--- config.mk ---
export PLATFORM = sky130hd
export DESIGN_NAME = rfsirq_top
export DESIGN_NICKNAME = d
export VERILOG_FILES = /design/src/rfsirq_pkg.sv /design/src/rfsirq_top.sv
export SDC_FILE = /design/constraint.sdc
export NUM_CORES = 1
export LEC_CHECK = 0
export ABC_AREA = 0
export BUFFER_PORTS_ARGS = -buffer_cell sky130_fd_sc_hd__buf_2
export CELL_PAD_IN_SITES_DETAIL_PLACEMENT = 0
export CELL_PAD_IN_SITES_GLOBAL_PLACEMENT = 2
export CORE_MARGIN = 5
export CORE_UTILIZATION = 38
export CTS_BUF_LIST = sky130_fd_sc_hd__clkbuf_8
export DETAILED_ROUTE_END_ITERATION = 10
export GPL_ROUTABILITY_DRIVEN = 0
export PLACE_DENSITY_LB_ADDON = 0.1
export SYNTH_ARGS = -nofsm -noshare
export SYNTH_HDL_FRONTEND = slang
export SYNTH_SLANG_ARGS = --single-unit
--- constraint.sdc ---
create_clock -name i_core_clk -period 1.5 [get_ports i_core_clk]
set_clock_uncertainty 0.05 [all_clocks]
set_input_delay 0.075 -clock i_core_clk [delete_from_list [all_inputs] [get_ports i_core_clk]]
set_output_delay 0.075 -clock i_core_clk [all_outputs]
set_load 0.05 [all_outputs]
--- src/rfsirq_pkg.sv ---
package rfsirq_pkg;

  localparam int ADDR_W = 16;
  localparam int DATA_W = 16;
  localparam int THR_W = 4;

  // register offsets
  localparam logic [ADDR_W-1:0] PM_IRQ_STATUS_REG_UV_OFS = 16'h4013;
  localparam logic [ADDR_W-1:0] PM_IRQ_STATUS_CONV_OFS = 16'h4014;
  localparam logic [ADDR_W-1:0] PM_IRQ_MASK_REG_UV_OFS = 16'h401b;
  localparam logic [ADDR_W-1:0] PM_IRQ_MASK_CONV_OFS = 16'h401c;
  localparam logic [ADDR_W-1:0] CONVERTER_FAULT_STATUS_OFS = 16'h4054;
  localparam logic [ADDR_W-1:0] REGULATOR_UV_STATUS_OFS = 16'h4055;
  localparam logic [ADDR_W-1:0] CURRENT_THRESHOLD_OFS = 16'h40a0;

  // converter register field positions
  localparam int CONV2_OV_BIT = 13;
  localparam int CONV1_OV_BIT = 12;
  localparam int CONV2_OC_BIT = 9;
  localparam int CONV1_OC_BIT = 8;
  localparam int CONV_UV_LSB = 0;
  localparam int NUM_CONV = 4;

  // regulator register field positions
  localparam int ALWAYS_ON_UV_BIT = 15;
  localparam int REG_UV_LSB = 0;
  localparam int NUM_REG = 10;

  // threshold register field positions
  localparam int CONV1_THR_LSB = 0;
  localparam int CONV2_THR_LSB = 4;

  // implemented flag and mask bits, also the mask reset values
  localparam logic [DATA_W-1:0] REG_UV_FLAG_BITS = 16'h03ff;
  localparam logic [DATA_W-1:0] CONV_FLAG_BITS = 16'h030f;
  localparam logic [DATA_W-1:0] CONV_UV_FLAG_BITS = 16'h000f;
  localparam logic [DATA_W-1:0] CONV_OC_FLAG_BITS = 16'h0300;
  localparam logic [DATA_W-1:0] MASK_REG_UV_RST = 16'h03ff;
  localparam logic [DATA_W-1:0] MASK_CONV_RST = 16'h030f;
  localparam logic [DATA_W-1:0] ZERO_WORD = 16'h0000;

  localparam logic [THR_W-1:0] CONV1_THR_RST = 4'h0;
  localparam logic [THR_W-1:0] CONV2_THR_RST = 4'h0;

  // comparator results from the analog monitors, all asynchronous levels
  typedef struct packed {
    logic always_on_undervolt;
    logic conv2_overvolt;
    logic conv1_overvolt;
    logic conv2_overcurrent;
    logic conv1_overcurrent;
    logic [NUM_CONV-1:0] conv_undervolt;
    logic [NUM_REG-1:0] regulator_undervolt;
  } rfsirq_mon_s;

  localparam rfsirq_mon_s MON_RST = '0;

endpackage

--- src/rfsirq_top.sv ---
// Local design decision: the plain strobed port.
`timescale 1ns/1ps
// Contract
// - undervoltage indication for every converter and regulator
// - current monitoring only on converters 1, 2
// - converter overvoltage status at bits 13, 12
// - converter 2 high-current status at bit 9
// - converter 1 high-current status at bit 8
// - converter undervoltage status at bits 3:0
// - always-on regulator undervoltage at bit 15
// - regulator undervoltage status at bits 9:0
// - undervoltage flags set on rising edge
// - high-current flags set on rising edge
// - flags cleared only by writing one
// - unmasked undervoltage flags OR into primary irq
// - unmasked high-current flags raise primary irq
// - mask bit per flag, one blocks it
// - all mask bits reset to one
// - programmable current thresholds for converters 1, 2 only
// - current monitor reports only, never limits
module rfsirq_top
  import rfsirq_pkg::*;
(
  // clock and reset
  input wire logic i_core_clk,
  input wire logic i_arst_n,
  // register port
  input wire logic [rfsirq_pkg::ADDR_W-1:0] i_addr,
  input wire logic [rfsirq_pkg::DATA_W-1:0] i_wdata,
  input wire logic i_wr,
  input wire logic i_rd,
  output logic [rfsirq_pkg::DATA_W-1:0] o_rdata,
  // analog monitor comparators
  input wire rfsirq_pkg::rfsirq_mon_s i_mon,
  // thresholds to the current comparators
  output logic [rfsirq_pkg::THR_W-1:0] o_conv1_current_threshold,
  output logic [rfsirq_pkg::THR_W-1:0] o_conv2_current_threshold,
  // primary interrupts
  output logic o_primary_undervolt_irq,
  output logic o_primary_overcurrent_irq
);

  // live converter status word
  function automatic logic [DATA_W-1:0] conv_word(input rfsirq_mon_s m);
    logic [DATA_W-1:0] w;
    w = ZERO_WORD;
    w[CONV2_OV_BIT] = m.conv2_overvolt;
    w[CONV1_OV_BIT] = m.conv1_overvolt;
    w[CONV2_OC_BIT] = m.conv2_overcurrent;
    w[CONV1_OC_BIT] = m.conv1_overcurrent;
    w[CONV_UV_LSB +: NUM_CONV] = m.conv_undervolt;
    return w;
  endfunction

  // live regulator status word
  function automatic logic [DATA_W-1:0] reg_word(input rfsirq_mon_s m);
    logic [DATA_W-1:0] w;
    w = ZERO_WORD;
    w[ALWAYS_ON_UV_BIT] = m.always_on_undervolt;
    w[REG_UV_LSB +: NUM_REG] = m.regulator_undervolt;
    return w;
  endfunction

  // set wins over a same-cycle write-one clear
  function automatic logic [DATA_W-1:0] flag_next(
    input logic [DATA_W-1:0] flags,
    input logic hit,
    input logic [DATA_W-1:0] wdata,
    input logic [DATA_W-1:0] rise,
    input logic [DATA_W-1:0] impl
  );
    logic [DATA_W-1:0] clr;
    clr = hit ? wdata : ZERO_WORD;
    return ((flags & ~clr) | rise) & impl;
  endfunction

  // monitor synchroniser and edge history
  rfsirq_mon_s mon_meta_q, mon_meta_d;
  rfsirq_mon_s mon_sync_q, mon_sync_d;
  rfsirq_mon_s mon_prev_q, mon_prev_d;

  always_comb begin
    mon_meta_d = i_mon;
    mon_sync_d = mon_meta_q;
    mon_prev_d = mon_sync_q;
  end

  always_ff @(posedge i_core_clk or negedge i_arst_n) begin
    if (!i_arst_n) begin
      mon_meta_q <= MON_RST;
      mon_sync_q <= MON_RST;
      mon_prev_q <= MON_RST;
    end else begin
      mon_meta_q <= mon_meta_d;
      mon_sync_q <= mon_sync_d;
      mon_prev_q <= mon_prev_d;
    end
  end

  logic [DATA_W-1:0] conv_live;
  logic [DATA_W-1:0] reg_live;
  logic [DATA_W-1:0] conv_rise;
  logic [DATA_W-1:0] reg_rise;

  always_comb begin
    conv_live = conv_word(mon_sync_q);
    reg_live = reg_word(mon_sync_q);
    conv_rise = conv_live & ~conv_word(mon_prev_q) & CONV_FLAG_BITS;
    reg_rise = reg_live & ~reg_word(mon_prev_q) & REG_UV_FLAG_BITS;
  end

  // flags, masks and thresholds
  logic [DATA_W-1:0] flag_reg_q, flag_reg_d;
  logic [DATA_W-1:0] flag_conv_q, flag_conv_d;
  logic [DATA_W-1:0] mask_reg_q, mask_reg_d;
  logic [DATA_W-1:0] mask_conv_q, mask_conv_d;
  logic [THR_W-1:0] thr1_q, thr1_d;
  logic [THR_W-1:0] thr2_q, thr2_d;

  always_comb begin
    // masking never stops a flag from setting
    flag_reg_d = flag_next(flag_reg_q, i_wr && (i_addr == PM_IRQ_STATUS_REG_UV_OFS), i_wdata,
                           reg_rise, REG_UV_FLAG_BITS);
    flag_conv_d = flag_next(flag_conv_q, i_wr && (i_addr == PM_IRQ_STATUS_CONV_OFS), i_wdata,
                            conv_rise, CONV_FLAG_BITS);
    mask_reg_d = mask_reg_q;
    mask_conv_d = mask_conv_q;
    thr1_d = thr1_q;
    thr2_d = thr2_q;
    if (i_wr) begin
      case (i_addr)
        PM_IRQ_MASK_REG_UV_OFS: mask_reg_d = i_wdata & REG_UV_FLAG_BITS;
        PM_IRQ_MASK_CONV_OFS: mask_conv_d = i_wdata & CONV_FLAG_BITS;
        CURRENT_THRESHOLD_OFS: begin
          thr1_d = i_wdata[CONV1_THR_LSB +: THR_W];
          thr2_d = i_wdata[CONV2_THR_LSB +: THR_W];
        end
        default: begin
          thr1_d = thr1_q;
        end
      endcase
    end
  end

  always_ff @(posedge i_core_clk or negedge i_arst_n) begin
    if (!i_arst_n) begin
      flag_reg_q <= ZERO_WORD;
      flag_conv_q <= ZERO_WORD;
      mask_reg_q <= MASK_REG_UV_RST;
      mask_conv_q <= MASK_CONV_RST;
      thr1_q <= CONV1_THR_RST;
      thr2_q <= CONV2_THR_RST;
    end else begin
      flag_reg_q <= flag_reg_d;
      flag_conv_q <= flag_conv_d;
      mask_reg_q <= mask_reg_d;
      mask_conv_q <= mask_conv_d;
      thr1_q <= thr1_d;
      thr2_q <= thr2_d;
    end
  end

  // thresholds only steer the comparators; nothing here touches current limiting
  assign o_conv1_current_threshold = thr1_q;
  assign o_conv2_current_threshold = thr2_q;

  // primary interrupts, registered so they change one edge after the flags
  logic uv_irq_q, uv_irq_d;
  logic oc_irq_q, oc_irq_d;

  always_comb begin
    uv_irq_d = (|(flag_reg_q & ~mask_reg_q)) ||
               (|(flag_conv_q & ~mask_conv_q & CONV_UV_FLAG_BITS));
    oc_irq_d = |(flag_conv_q & ~mask_conv_q & CONV_OC_FLAG_BITS);
  end

  always_ff @(posedge i_core_clk or negedge i_arst_n) begin
    if (!i_arst_n) begin
      uv_irq_q <= 1'h0;
      oc_irq_q <= 1'h0;
    end else begin
      uv_irq_q <= uv_irq_d;
      oc_irq_q <= oc_irq_d;
    end
  end

  assign o_primary_undervolt_irq = uv_irq_q;
  assign o_primary_overcurrent_irq = oc_irq_q;

  // read data stand for the one cycle after the strobe, zero otherwise
  logic [DATA_W-1:0] rdata_q, rdata_d;

  always_comb begin
    rdata_d = ZERO_WORD;
    if (i_rd) begin
      case (i_addr)
        PM_IRQ_STATUS_REG_UV_OFS: rdata_d = flag_reg_q;
        PM_IRQ_STATUS_CONV_OFS: rdata_d = flag_conv_q;
        PM_IRQ_MASK_REG_UV_OFS: rdata_d = mask_reg_q;
        PM_IRQ_MASK_CONV_OFS: rdata_d = mask_conv_q;
        CONVERTER_FAULT_STATUS_OFS: rdata_d = conv_live;
        REGULATOR_UV_STATUS_OFS: rdata_d = reg_live;
        CURRENT_THRESHOLD_OFS: begin
          rdata_d[CONV1_THR_LSB +: THR_W] = thr1_q;
          rdata_d[CONV2_THR_LSB +: THR_W] = thr2_q;
        end
        default: rdata_d = ZERO_WORD;
      endcase
    end
  end

  always_ff @(posedge i_core_clk or negedge i_arst_n) begin
    if (!i_arst_n) begin
      rdata_q <= ZERO_WORD;
    end else begin
      rdata_q <= rdata_d;
    end
  end

  assign o_rdata = rdata_q;

endmodule

# [Word-level counts from Yosys, hierarchy flattened]
# Cells that the tools add are included.
[word_totals] regBits=112 in_bits=55 output_inout_bits=26 elab_cells=62
[classes] eq_ne=7 mux=5 n_bitwise=14 reduce_logical=9
[op_table] op="equality test 16 x 15 -> 1 bit, second input constant" n=7
[op_table] op="case mux 8 bit (7 select lines)" n=1
[op_table] op="bitwise AND 10 bit" n=5
[op_table] op="NOT 10 bit" n=5
[op_table] op="case mux 8 bit (6 select lines)" n=1
[op_table] op="2-to-1 mux 10 bit" n=2
[op_table] op="bitwise OR 10 bit" n=2
[op_table] op="bitwise AND 10 x 16 -> 16 bit" n=1
[op_table] op="2-to-1 mux 16 bit" n=1
[op_table] op="NOT 10 -> 16 bit" n=1
[op_table] op="OR reduction 16 bit" n=1
[op_table] op="AND reduction 2 bit" n=3
[op_table] op="OR reduction 4 bit" n=1
[op_table] op="logical AND 1 bit" n=2
[op_table] op="OR reduction 2 bit" n=1
[op_table] op="logical OR 1 bit" n=1

# [Logic depth before layout (Yosys ltp)]
# Gate-level depths: netlist of the first run.
[depth] word_depth=6 mapped_depth=6 depth_no_buf=5

# [Least setup slack after synthesis of the first run]
# Ideal clock, no wire load.
[synth_timing] path_type="input -> register" from="input i_addr[13] (netlist bit)" to="register mask_conv_q[0]" t_arrival_ps=1763 required_time_ps=1368 path_slack_ps=-395 stages=5 cell_sequence="or4b_1 > or4b_1 > buf_6 > nor2_8 > mux2_4"
[synth_between] elab_chain_len=2
[synth_rtl] item="start, declared" line_no="rfsirq_top.sv:28" source="input wire logic [rfsirq_pkg::ADDR_W-1:0] i_addr,"
[synth_rtl] item="equality test 16 x 15 -> 1 bit" line_no="rfsirq_top.sv:131" source="case (i_addr)"
[synth_rtl] item="AND reduction 2 bit (no line)"
[synth_rtl] item="end signal, assigned" line_no="rfsirq_top.sv:157" source="mask_conv_q <= mask_conv_d;"
[synth_rtl] item="end, declared" line_no="rfsirq_top.sv:116" source="logic [DATA_W-1:0] mask_conv_q, mask_conv_d;"
# No other way between the ends.
# A chain may end at the register's enable or synchronous reset.

# [Final worst setup path of the first run]
[layout_timing] from="input i_addr[10] (netlist bit)" to="register mask_conv_q[0]"
# The elaborated chain is that of the path after synthesis.

==> results of run 1 <==
-- worst paths after layout --
check	end	startpoint	slack, ns
max	mask_conv_q[0]	i_addr[10]	-0.11
min	mon_meta_q[15]	i_arst_n	0.12
max reg2reg	o_primary_undervolt_irq	mask_reg_q[9]	0.25
min reg2reg	mon_prev_d[3]	mon_meta_q[3]	0.31
max in group asynchronous	mask_reg_q[6]	i_arst_n	0.65
min in group i_core_clk	mask_conv_q[3]	i_wr	0.23
-- final cells by class --
cell class / count / area (sq um)
multi-input combinational: 150 / 1270
tap: 136 / 170
clock inverter: 7 / 80.1
inverter: 32 / 120
timing repair buffer: 139 / 1020
fill: 920 / 4840
clock buffer: 9 / 124
sequential: 109 / 2750
-- flip-flops by register name (all words and copies together) (netlist names) --
name                       flops
o_rdata                       13
o_conv1_current_threshold      4
o_primary_undervolt_irq        1
mon_prev_q                    16
flag_conv_q                    6
mask_conv_q                    6
mask_reg_q                    10
o_primary_overcurrent_irq      1
o_conv2_current_threshold      4
mon_meta_q                    19
mon_prev_d                    11
flag_reg_q                    10
conv_live                      8
-- stage by stage --
step / power [mW] / setup WS [ns]
2_1_floorplan: 3.16 / -0.363
4_1_cts: 5.26 / -0.115
3_3_place_gp: 3.36 / -0.550
3_5_place_dp: 3.36 / -0.542
5_1_grt: 5.44 / -0.128
6_report: 5.20 / -0.110
-- placed cells by master, fill, tap and decap left out, types with 6 or more instances in the layout --
cell | synthesis | routed
mux2i_1 | 6 | 6
buf_4 | 3 | 30
o22ai_1 | 6 | 6
clkbuf_8 | 0 | 9
nand2_1 | 24 | 23
buf_2 | 2 | 66
a21oi_1 | 9 | 9
dfrtp_1 | 93 | 93
buf_6 | 1 | 10
dlygate4sd3_1 | 0 | 31
a221oi_1 | 8 | 7
dfstp_2 | 16 | 16
a22o_1 | 16 | 16
inv_1 | 32 | 32
a22oi_1 | 8 | 8
mux2_2 | 18 | 18
-- metal layers --
layer	GRT usage (%)	wire length [microns]	vias to the layer above
met4	4.09	105	0
met1	21.2	4390	1450
met5	0	0	-
li1	-	-	1338
met3	3.77	534	7
met2	25.8	4760	80
-- worst max-delay path: cells and delay by family --
family,cells,cell delay [ns]
and+or+nand+nor,3,1.37
buffers and inverters,1,0.09
muxes,1,0.32
-- power groups by stage --
stage,logic (mW),clock network (mW),registers (mW)
after floorplan,0.0660,0,3.09
after global placement,0.257,0,3.10
after detailed placement,0.260,0,3.10
after CTS,0.331,1.88,3.05
after global routing,0.377,2.01,3.05
final,0.337,1.82,3.04
-- cell families after synthesis --
kind of cell,share of synthesized area [%]
buffers and inverters,4.40
flip-flops,67.5
AO/OA/AOI/OAI,10.8
other,0.0921
AND/OR/NAND/NOR,8.95
multiplexers,8.30
-- what timing repair did --
action                                 CTS  global route
hold buffers                            31             0
pin swaps                                8             7
setup endpoints to repair               24            47
gates resized for setup                 18             9
setup buffers                            1             2
endpoints found under the hold margin  161             0
==> impl_metrics.tcl, run 1 <==
set metrics [dict create \
    grt_pass1_vias 3018 \
    pin_count 81 \
    ctsLongestPathBuffers 2 \
    worst_hold_slack_ns 0.120 \
    worst_path_largest_cell_delay_ns 0.62 \
    leakage_nw 2.66 \
    gr-usage-all-layers_pct 15.8 \
    failed_checks "setup timing" \
    ys_async_sr_fraction_pct 100 \
    top_flip_flop_cell_by_instance_count_after_synthesis "dfrtp_1" \
    max-vdd-ir-drop_uv 569 \
    placedInstanceArea_sq_mm 0.00487 \
    grt_setup_unrepaired "true" \
    clkSinkCount 109 \
    floorplan.core_area_sq_mm 0.0104 \
    power_frac_clock_pct 35.0 \
    fin_cells 582 \
    synthDistinctLibCells 42 \
    worstSetupStartpointType "input port" \
    setup-tns-final_ns -1.40 \
    endpoint_kind "register" \
    worst-path-max-fanout 7 \
    num_antenna_cells 0 \
    yosysTopAreaCell "dfrtp_1" \
    worst-slew-pin-transition_ns 0.560 \
    grt_remaining_overflow 0 \
    cts.clk_slew.worst_paths_ns 0.11 \
    detail_route.vias_per_cell 4.94 \
    crit_arrival_ns 1.86 \
    placed_cells 533 \
    std_cell_rows 37 \
    synthesis.area_per_instance_sq_um 13.6 \
    power.internal_mw 3.98 \
    finish_stage_setup_viols 24 \
    drc_marker_count_from_the_first_detailed_route_iteration 152 \
    die_height_microns 113 \
    cts-buffers-inserted 9 \
    synth_common_cells "dfrtp_1 (93), inv_1 (32), nand2_1 (24)" \
    synth-edff-count 0 \
    cts-htree-levels 3 \
    run_status "complete, but fails checks" \
    yosysMostFrequentCell "dfrtp_1" \
    worst-r2r-cell-count 3 \
    grt_start_max_net_pins 47 \
    final_routed_wirelength_across_all_metal_layers_mm 9.79 \
    layout.nets 496 \
    timing.final.crit_share_pct 107 \
    detailedRoute.firstPassIterationCount 5 \
    synthDominantCellAreaShare_pct 57.2 \
    power_density_mw_per_mm2 941 \
    clkLatencyLatePin_ns 0.36 \
    drv.max_cap_violation_count 0 \
    swShare_pct 23.5 \
    cp_cell_sequence "buf_6 > or4_4 > or4b_4 > nor2_8 > mux2_4" \
    synth_sequential_area_ratio_pct 67.5 \
    worstPathRequired_ns 1.75 \
    hold_violation_count_in_the_final_report 0 \
    number_of_nets_with_antenna_violations_after_detailed_routing 0 \
    cts-root-buf "clkbuf_8" \
    dpl.hpwl_mm 6.69 \
    clock_tree_from_tritoncts "built" \
    vias 2875 \
    numPortBuffers 71 \
    worst-setup-path-type "in -> reg" \
    floorplan.die_area_sq_mm 0.0129 \
    netSwitchingPower_mw 1.22 \
    detail_route.drc_violations 0 \
    stdcell_area_sq_mm 0.00553 \
    floorplan.initialDensity_pct 39.2 \
    cells_taking_the_most_area_after_synthesis "dfrtp_1 (57%), dfstp_2 (10%), mux2_2 (5.0%)" \
    maximum_clock_frequency_ghz 0.621 \
    antenna_violations_before_repair 0 \
    post_synth_instance_area_sq_mm 0.00407 \
    netlist_instances 299 \
    pwr-share-comb_pct 6.5 \
    final_period_minus_worst_setup_slack_ns 1.61 \
    setup_slack_ns -0.110 \
    maxSlewHeadroom_pct 62.6 \
    power.share.sequential_pct 58.5 \
    grt_pass1_wl_mm 15.9 \
    slowest_stage "or4b_4" \
    post_route_cells_drive_above_1_share_pct 41.3 \
    syn_to_final_growth_pct 35.8 \
    die_w_microns 113 \
    yosys_warnings 0 \
    ys_ff_latch 109 \
    final_core_utilization_pct 53.3 \
    avgRoutedWirePerCell_microns 16.8 \
    min_path_type "in -> async" \
    final_report_max_slew_violation_count 0 \
]
(Power assumes the default switching activity.)
==> run 2, diff against run 1 <==
==> constraint.sdc (replaced) <==
create_clock -name i_core_clk -period 1.5 [get_ports i_core_clk]
set_clock_uncertainty 0.05 [all_clocks]
set_input_delay 0.15 -clock i_core_clk [delete_from_list [all_inputs] [get_ports i_core_clk]]
set_output_delay 0.15 -clock i_core_clk [all_outputs]
set_load 0.05 [all_outputs]
==> impl_metrics.tcl, run 2 (synthesis results as in run 1) <==
set metrics [dict create \
    cts-htree-levels 3 \
    power.internal_mw 3.87 \
    final_period_minus_worst_setup_slack_ns 1.69 \
    grt_remaining_overflow 0 \
    worst_path_largest_cell_delay_ns 0.62 \
    detail_route.drc_violations 0 \
    clkSinkCount 109 \
    worst-r2r-cell-count 3 \
    max-vdd-ir-drop_uv 575 \
    syn_to_final_growth_pct 35.6 \
    layout.nets 488 \
    min_path_type "in -> reg" \
    post_route_cells_drive_above_1_share_pct 44.1 \
    floorplan.die_area_sq_mm 0.0129 \
    leakage_nw 2.70 \
    cts-buffers-inserted 9 \
    worst-path-buf-inv 1 \
    clock_tree_from_tritoncts "built" \
    ctsLongestPathBuffers 2 \
    detail_route.vias_per_cell 4.89 \
    finish_stage_setup_viols 23 \
    cp-endpoint "mask_conv_q[8]" \
    placed_cells 532 \
    r2r-end "o_primary_undervolt_irq" \
    number_of_nets_with_antenna_violations_after_detailed_routing 0 \
    pin_count 81 \
    hold_violation_count_in_the_final_report 0 \
    die_height_microns 113 \
    crit_startpoint "i_addr[15]" \
    grt_pass1_wl_mm 15.5 \
    cp_cell_sequence "buf_6 > or4b_4 > or4b_4 > nor2_8 > mux2_4" \
    gr-usage-met1_pct 20.5 \
    worst_path_most_repeated_cell "or4b_4" \
    swShare_pct 22.9 \
    gr-usage-all-layers_pct 15.6 \
    avgRoutedWirePerCell_microns 16.7 \
    timing.critical_path.depth 5 \
    floorplan.initialDensity_pct 39.2 \
    numPortBuffers 71 \
    grt_pass1_vias 2936 \
    worst-path-max-fanout 6 \
    setup_slack_ns -0.193 \
    drc_marker_count_from_the_first_detailed_route_iteration 102 \
    power_frac_clock_pct 32.7 \
    num_antenna_cells 0 \
    globalRoute.busiestLayer "met2" \
    timing.final.crit_share_pct 113 \
    power.share.sequential_pct 60.7 \
    worstSetupStartpointType "input port" \
    final_routed_wirelength_across_all_metal_layers_mm 9.60 \
    pre_cts_slack_ns -0.671 \
    netSwitchingPower_mw 1.15 \
    dpl.hpwl_mm 6.52 \
    endpoint_kind "register" \
    fin_cells 574 \
    grt_use_met2_pct 25.4 \
    most_common_library_cell_in_the_layout_ignoring_fill_and_taps "dfrtp_1" \
    maximum_clock_frequency_ghz 0.591 \
    power_density_mw_per_mm2 909 \
    clkLatencyLatePin_ns 0.36 \
    grt_start_max_net_pins 77 \
    std_cell_rows 37 \
    drv.max_cap_violation_count 0 \
    pwr-share-comb_pct 6.6 \
    vias 2805 \
    detailedRoute.firstPassIterationCount 6 \
    worst-setup-path-type "in -> reg" \
    failed_checks "setup timing" \
    antenna_violations_before_repair 0 \
    cts-root-buf "clkbuf_8" \
    flip_flop_count_of_the_largest_register_after_layout 19 \
    run_status "complete, but fails checks" \
    final_report_max_slew_violation_count 0 \
    reg2reg_setup_slack_ns 0.18 \
    cts.clk_slew.worst_paths_ns 0.10 \
    slowest_stage "or4b_4" \
    worst_hold_slack_ns 0.0459 \
    worstPathRequired_ns 1.74 \
    crit_arrival_ns 1.93 \
    floorplan.core_area_sq_mm 0.0104 \
    top_library_cells_by_usage_in_the_layout_fill_and_taps_aside "dfrtp_1 (93), buf_2 (65), inv_1 (33)" \
    critPathTopFamily "simple AND/OR/NAND/NOR gates" \
    regMostFlops "mon_meta_q" \
    die_w_microns 113 \
    beginning_of_the_worst_register_to_register_path "mask_reg_q[9]" \
    grt_util_met3_pct 4.08 \
    grt_setup_unrepaired "true" \
]
run 2: how the worst min path moves through the flow:
stage / from / to / slack, ns / depth (start not counted)
floorplan: i_arst_n / conv_live[0] / -0.20 / 0
global placement: i_arst_n / o_rdata[0] / 0.16 / 2
detailed placement: i_arst_n / o_rdata[0] / 0.16 / 2
CTS: i_wdata[9] / mask_conv_q[9] / 0.02 / 2
global route: i_wdata[9] / mask_conv_q[9] / 0.03 / 2
finish: i_wdata[8] / mask_reg_q[8] / 0.05 / 2
run 2: area by class of cell:
type	count	area, sq um
fillers	932	4850
flip-flops and latches	109	2750
multi-input cells	150	1340
repair buffers	131	952
well taps	136	170
clock buffers	11	151
inverters	32	120
clock inverters	5	33.8
run 2: through the flow:
stage               TNS [ns]  power (mW)  utilization (%)  area, sq um
global route           -3.34        5.24             53.2         5520
CTS                    -2.56        5.09             52.7         5470
detailed placement    -24.06        3.36             47.0         4870
global placement      -23.29        3.36             47.0         4870
floorplan              -6.76        3.16                -         4120
finish                 -2.76        5.02             53.2         5520
run 2: repair_timing:
item | 4_1_cts | 5_1_grt
setup buffers | 2 | 0
resized for setup | 34 | 12
endpoints found under the hold margin | 119 | 0
endpoints found under the setup margin | 27 | 50
pin swaps | 15 | 11
hold buffers | 25 | 0
run 2: power by group through the flow:
stage          registers, mW  clock network (mW)  logic [mW]
2_1_floorplan           3.09                   0      0.0679
3_3_place_gp            3.10                   0       0.257
3_5_place_dp            3.10                   0       0.260
4_1_cts                 3.04                1.72       0.326
5_1_grt                 3.05                1.82       0.367
6_report                3.04                1.64       0.330
run 2: routing by layer:
metal	vias up	share of wire, %
met2	72	50
li1	1321	-
met4	0	0.79
met3	5	5.5
met1	1407	44
met5	-	0
==> run 3, diff against run 2 <==
ABC_AREA = 1   (was 0)
CAP_MARGIN = 20   (was default)
CORE_UTILIZATION = 36   (was 38)
clock period = 1.7 ns   (was 1.5 ns; I/O delays follow)
==> impl_metrics.tcl, run 3 <==
set metrics [dict create \
    yosys_warnings 0 \
    dpl.hpwl_mm 7.28 \
    clkLatencyLatePin_ns 0.39 \
    layout.nets 584 \
    setup-tns-final_ns 0 \
    floorplan.die_area_sq_mm 0.0143 \
    synthesis.area_per_instance_sq_um 10.4 \
    netlist_instances 414 \
    swShare_pct 24.4 \
    max-vdd-ir-drop_uv 573 \
    power_density_mw_per_mm2 813 \
    num-fill-cells 1137 \
    worst_path_largest_cell_delay_ns 0.56 \
    die_height_microns 119 \
    yosysTopAreaCell "dfrtp_1" \
    cts-root-buf "clkbuf_8" \
    floorplan.core_area_sq_mm 0.0119 \
    timing.final.crit_share_pct 76.1 \
    power.internal_mw 3.29 \
    synthDominantCellAreaShare_pct 54.0 \
    slowest_stage "dfstp_2" \
    reg2reg_setup_slack_ns 0.41 \
    min_delay_path_depth 3 \
    cts-htree-levels 3 \
    hold_violation_count_in_the_final_report 0 \
    detailedRoute.firstPassIterationCount 4 \
    cells_taking_the_most_area_after_synthesis "dfrtp_1 (54%), dfstp_2 (9.8%), nand2_1 (5.1%)" \
    min_to "mask_reg_q[7]" \
    grt_pass1_wl_mm 16.8 \
    top_library_cells_by_usage_in_the_layout_fill_and_taps_aside "dfrtp_1 (93), buf_2 (70), nand2_1 (59)" \
    worst_hold_slack_ns 0.0116 \
    post_route_cells_drive_above_1_share_pct 32.0 \
    ctsLongestPathBuffers 2 \
    power_frac_clock_pct 32.5 \
    avgRoutedWirePerCell_microns 15.0 \
    grt_setup_unrepaired "false" \
    drc_marker_count_from_the_first_detailed_route_iteration 152 \
    beginning_of_the_worst_register_to_register_path "mask_reg_q[2]" \
    final_report_max_slew_violation_count 0 \
    synth-edff-count 0 \
    synth_sequential_area_ratio_pct 63.8 \
    cts-buffers-inserted 9 \
    worst-r2r-cell-count 3 \
    worstSetupStartpointType "register" \
    most_common_library_cell_in_the_layout_ignoring_fill_and_taps "dfrtp_1" \
    worst-setup-path-type "reg -> reg" \
    maximum_clock_frequency_ghz 0.773 \
    leakage_nw 2.65 \
    clock_tree_from_tritoncts "built" \
    grt_start_max_net_pins 30 \
    ys_ff_latch 109 \
    endpoint_kind "register" \
    final_routed_wirelength_across_all_metal_layers_mm 10.2 \
    cts.clk_slew.worst_paths_ns 0.10 \
    grt_pass1_vias 3055 \
    top_flip_flop_cell_by_instance_count_after_synthesis "dfrtp_1" \
    post_cts_resized 0 \
    post_synth_instance_area_sq_mm 0.00431 \
    hold_path_startpoint "i_wdata[7]" \
    worst-path-max-fanout 3 \
    r2r-end "o_primary_undervolt_irq" \
    power.share.sequential_pct 61.6 \
    yosysMostFrequentCell "dfrtp_1" \
    number_of_nets_with_antenna_violations_after_detailed_routing 0 \
    gr-usage-all-layers_pct 15.5 \
    num_antenna_cells 0 \
    detail_route.vias_per_cell 4.54 \
    run_status "finished clean" \
    ys_async_sr_fraction_pct 100 \
    cp_cell_sequence "o22ai_1 > nor4_1 > nand2_1" \
    syn_to_final_growth_pct 24.3 \
    synth_common_cells "dfrtp_1 (93), nand2_1 (59), inv_1 (52)" \
    regMostFlops "mon_meta_q" \
    pin_count 81 \
    antenna_violations_before_repair 0 \
    worstPathRequired_ns 1.91 \
    numPortBuffers 71 \
    vias 3094 \
    grt_remaining_overflow 0 \
    finish_stage_setup_viols 0 \
    synthDistinctLibCells 27 \
    clkSinkCount 109 \
    die_w_microns 119 \
    netSwitchingPower_mw 1.06 \
    detail_route.drc_violations 0 \
    std_cell_rows 40 \
    flip_flop_count_of_the_largest_register_after_layout 19 \
    critPathTopFamily "flip-flops" \
    final_period_minus_worst_setup_slack_ns 1.29 \
    drv.max_cap_violation_count 0 \
    min_path_type "in -> reg" \
    worst-path-buf-inv 0 \
    crit_arrival_ns 1.50 \
    floorplan.initialDensity_pct 36.3 \
    pwr-share-comb_pct 5.9 \
]
[run 3: layer usage]
layer	global-route usage (%)	routed length [microns]	vias up
met5	0	0	-
met4	6.08	157	0
met3	4.51	677	10
met2	22.1	4580	78
met1	22.1	4810	1448
li1	-	-	1558
[run 3: cell families (layout without fill, tap and decap cells)]
kind of cell    count (synthesis)  count (layout)  synth area share [%]
other cells                     1               3                0.0870
simple gates                  172             172                  19.4
flops                         109             109                  63.8
compound gates                 65              65                  9.64
buf+inv                        67             185                  7.14
[run 3: final cells by class]
type                       count  area [sq um]  share of cell area [%]
sequential                   109          2750                    51.3
timing repair buffer         115           793                    14.8
tap                          147           184                    3.43
clock inverter                 7          43.8                   0.818
multi-input combinational    240          1260                    23.5
inverter                      54           203                    3.78
clock buffer                   9           124                    2.31
[run 3: power groups by stage]
| stage | clock network, mW | logic (mW) | registers, mW |
|---|---|---|---|
| 6_report | 1.42 | 0.256 | 2.68 |
| 5_1_grt | 1.59 | 0.294 | 2.69 |
| 4_1_cts | 1.49 | 0.264 | 2.69 |
| 3_5_place_dp | 0 | 0.226 | 2.73 |
| 3_3_place_gp | 0 | 0.223 | 2.73 |
| 2_1_floorplan | 0 | 0.0745 | 2.73 |
[run 3: stage by stage]
step | instances | cell area (sq um) | setup slack [ns] | utilization (%) | total power [mW]
6_report | 681 | 5360 | 0.406 | 45.2 | 4.36
5_1_grt | 681 | 5360 | 0.258 | 45.2 | 4.57
4_1_cts | 681 | 5360 | 0.368 | 45.2 | 4.44
3_5_place_dp | 643 | 4970 | 0.182 | 41.9 | 2.96
3_3_place_gp | 643 | 4970 | 0.189 | 41.9 | 2.95
2_1_floorplan | 416 | 4320 | 0.508 | - | 2.80
[run 3: worst reg2reg max path: stages, from the launching register on]
cell     delay (ns)
dfstp_2        0.56
o22ai_1        0.10
nor4_1         0.32
nand2_1        0.12
[run 3: worst max-delay path by stage]
stage,depth (start not counted),endpoint,start
2_1_floorplan,8,o_conv1_current_threshold[1],i_addr[1]
3_3_place_gp,9,o_rdata[2],i_addr[11]
3_5_place_dp,8,flag_reg_q[9],i_addr[7]
4_1_cts,3,o_primary_undervolt_irq,mask_reg_q[2]
5_1_grt,3,o_primary_undervolt_irq,mask_reg_q[2]
6_report,3,o_primary_undervolt_irq,mask_reg_q[2]
[run 3: repair_timing]
item,4_1_cts,5_1_grt
buffers inserted,0,0
setup endpoints to repair,0,0
hold endpoints to repair,120,0
hold buffers,22,0
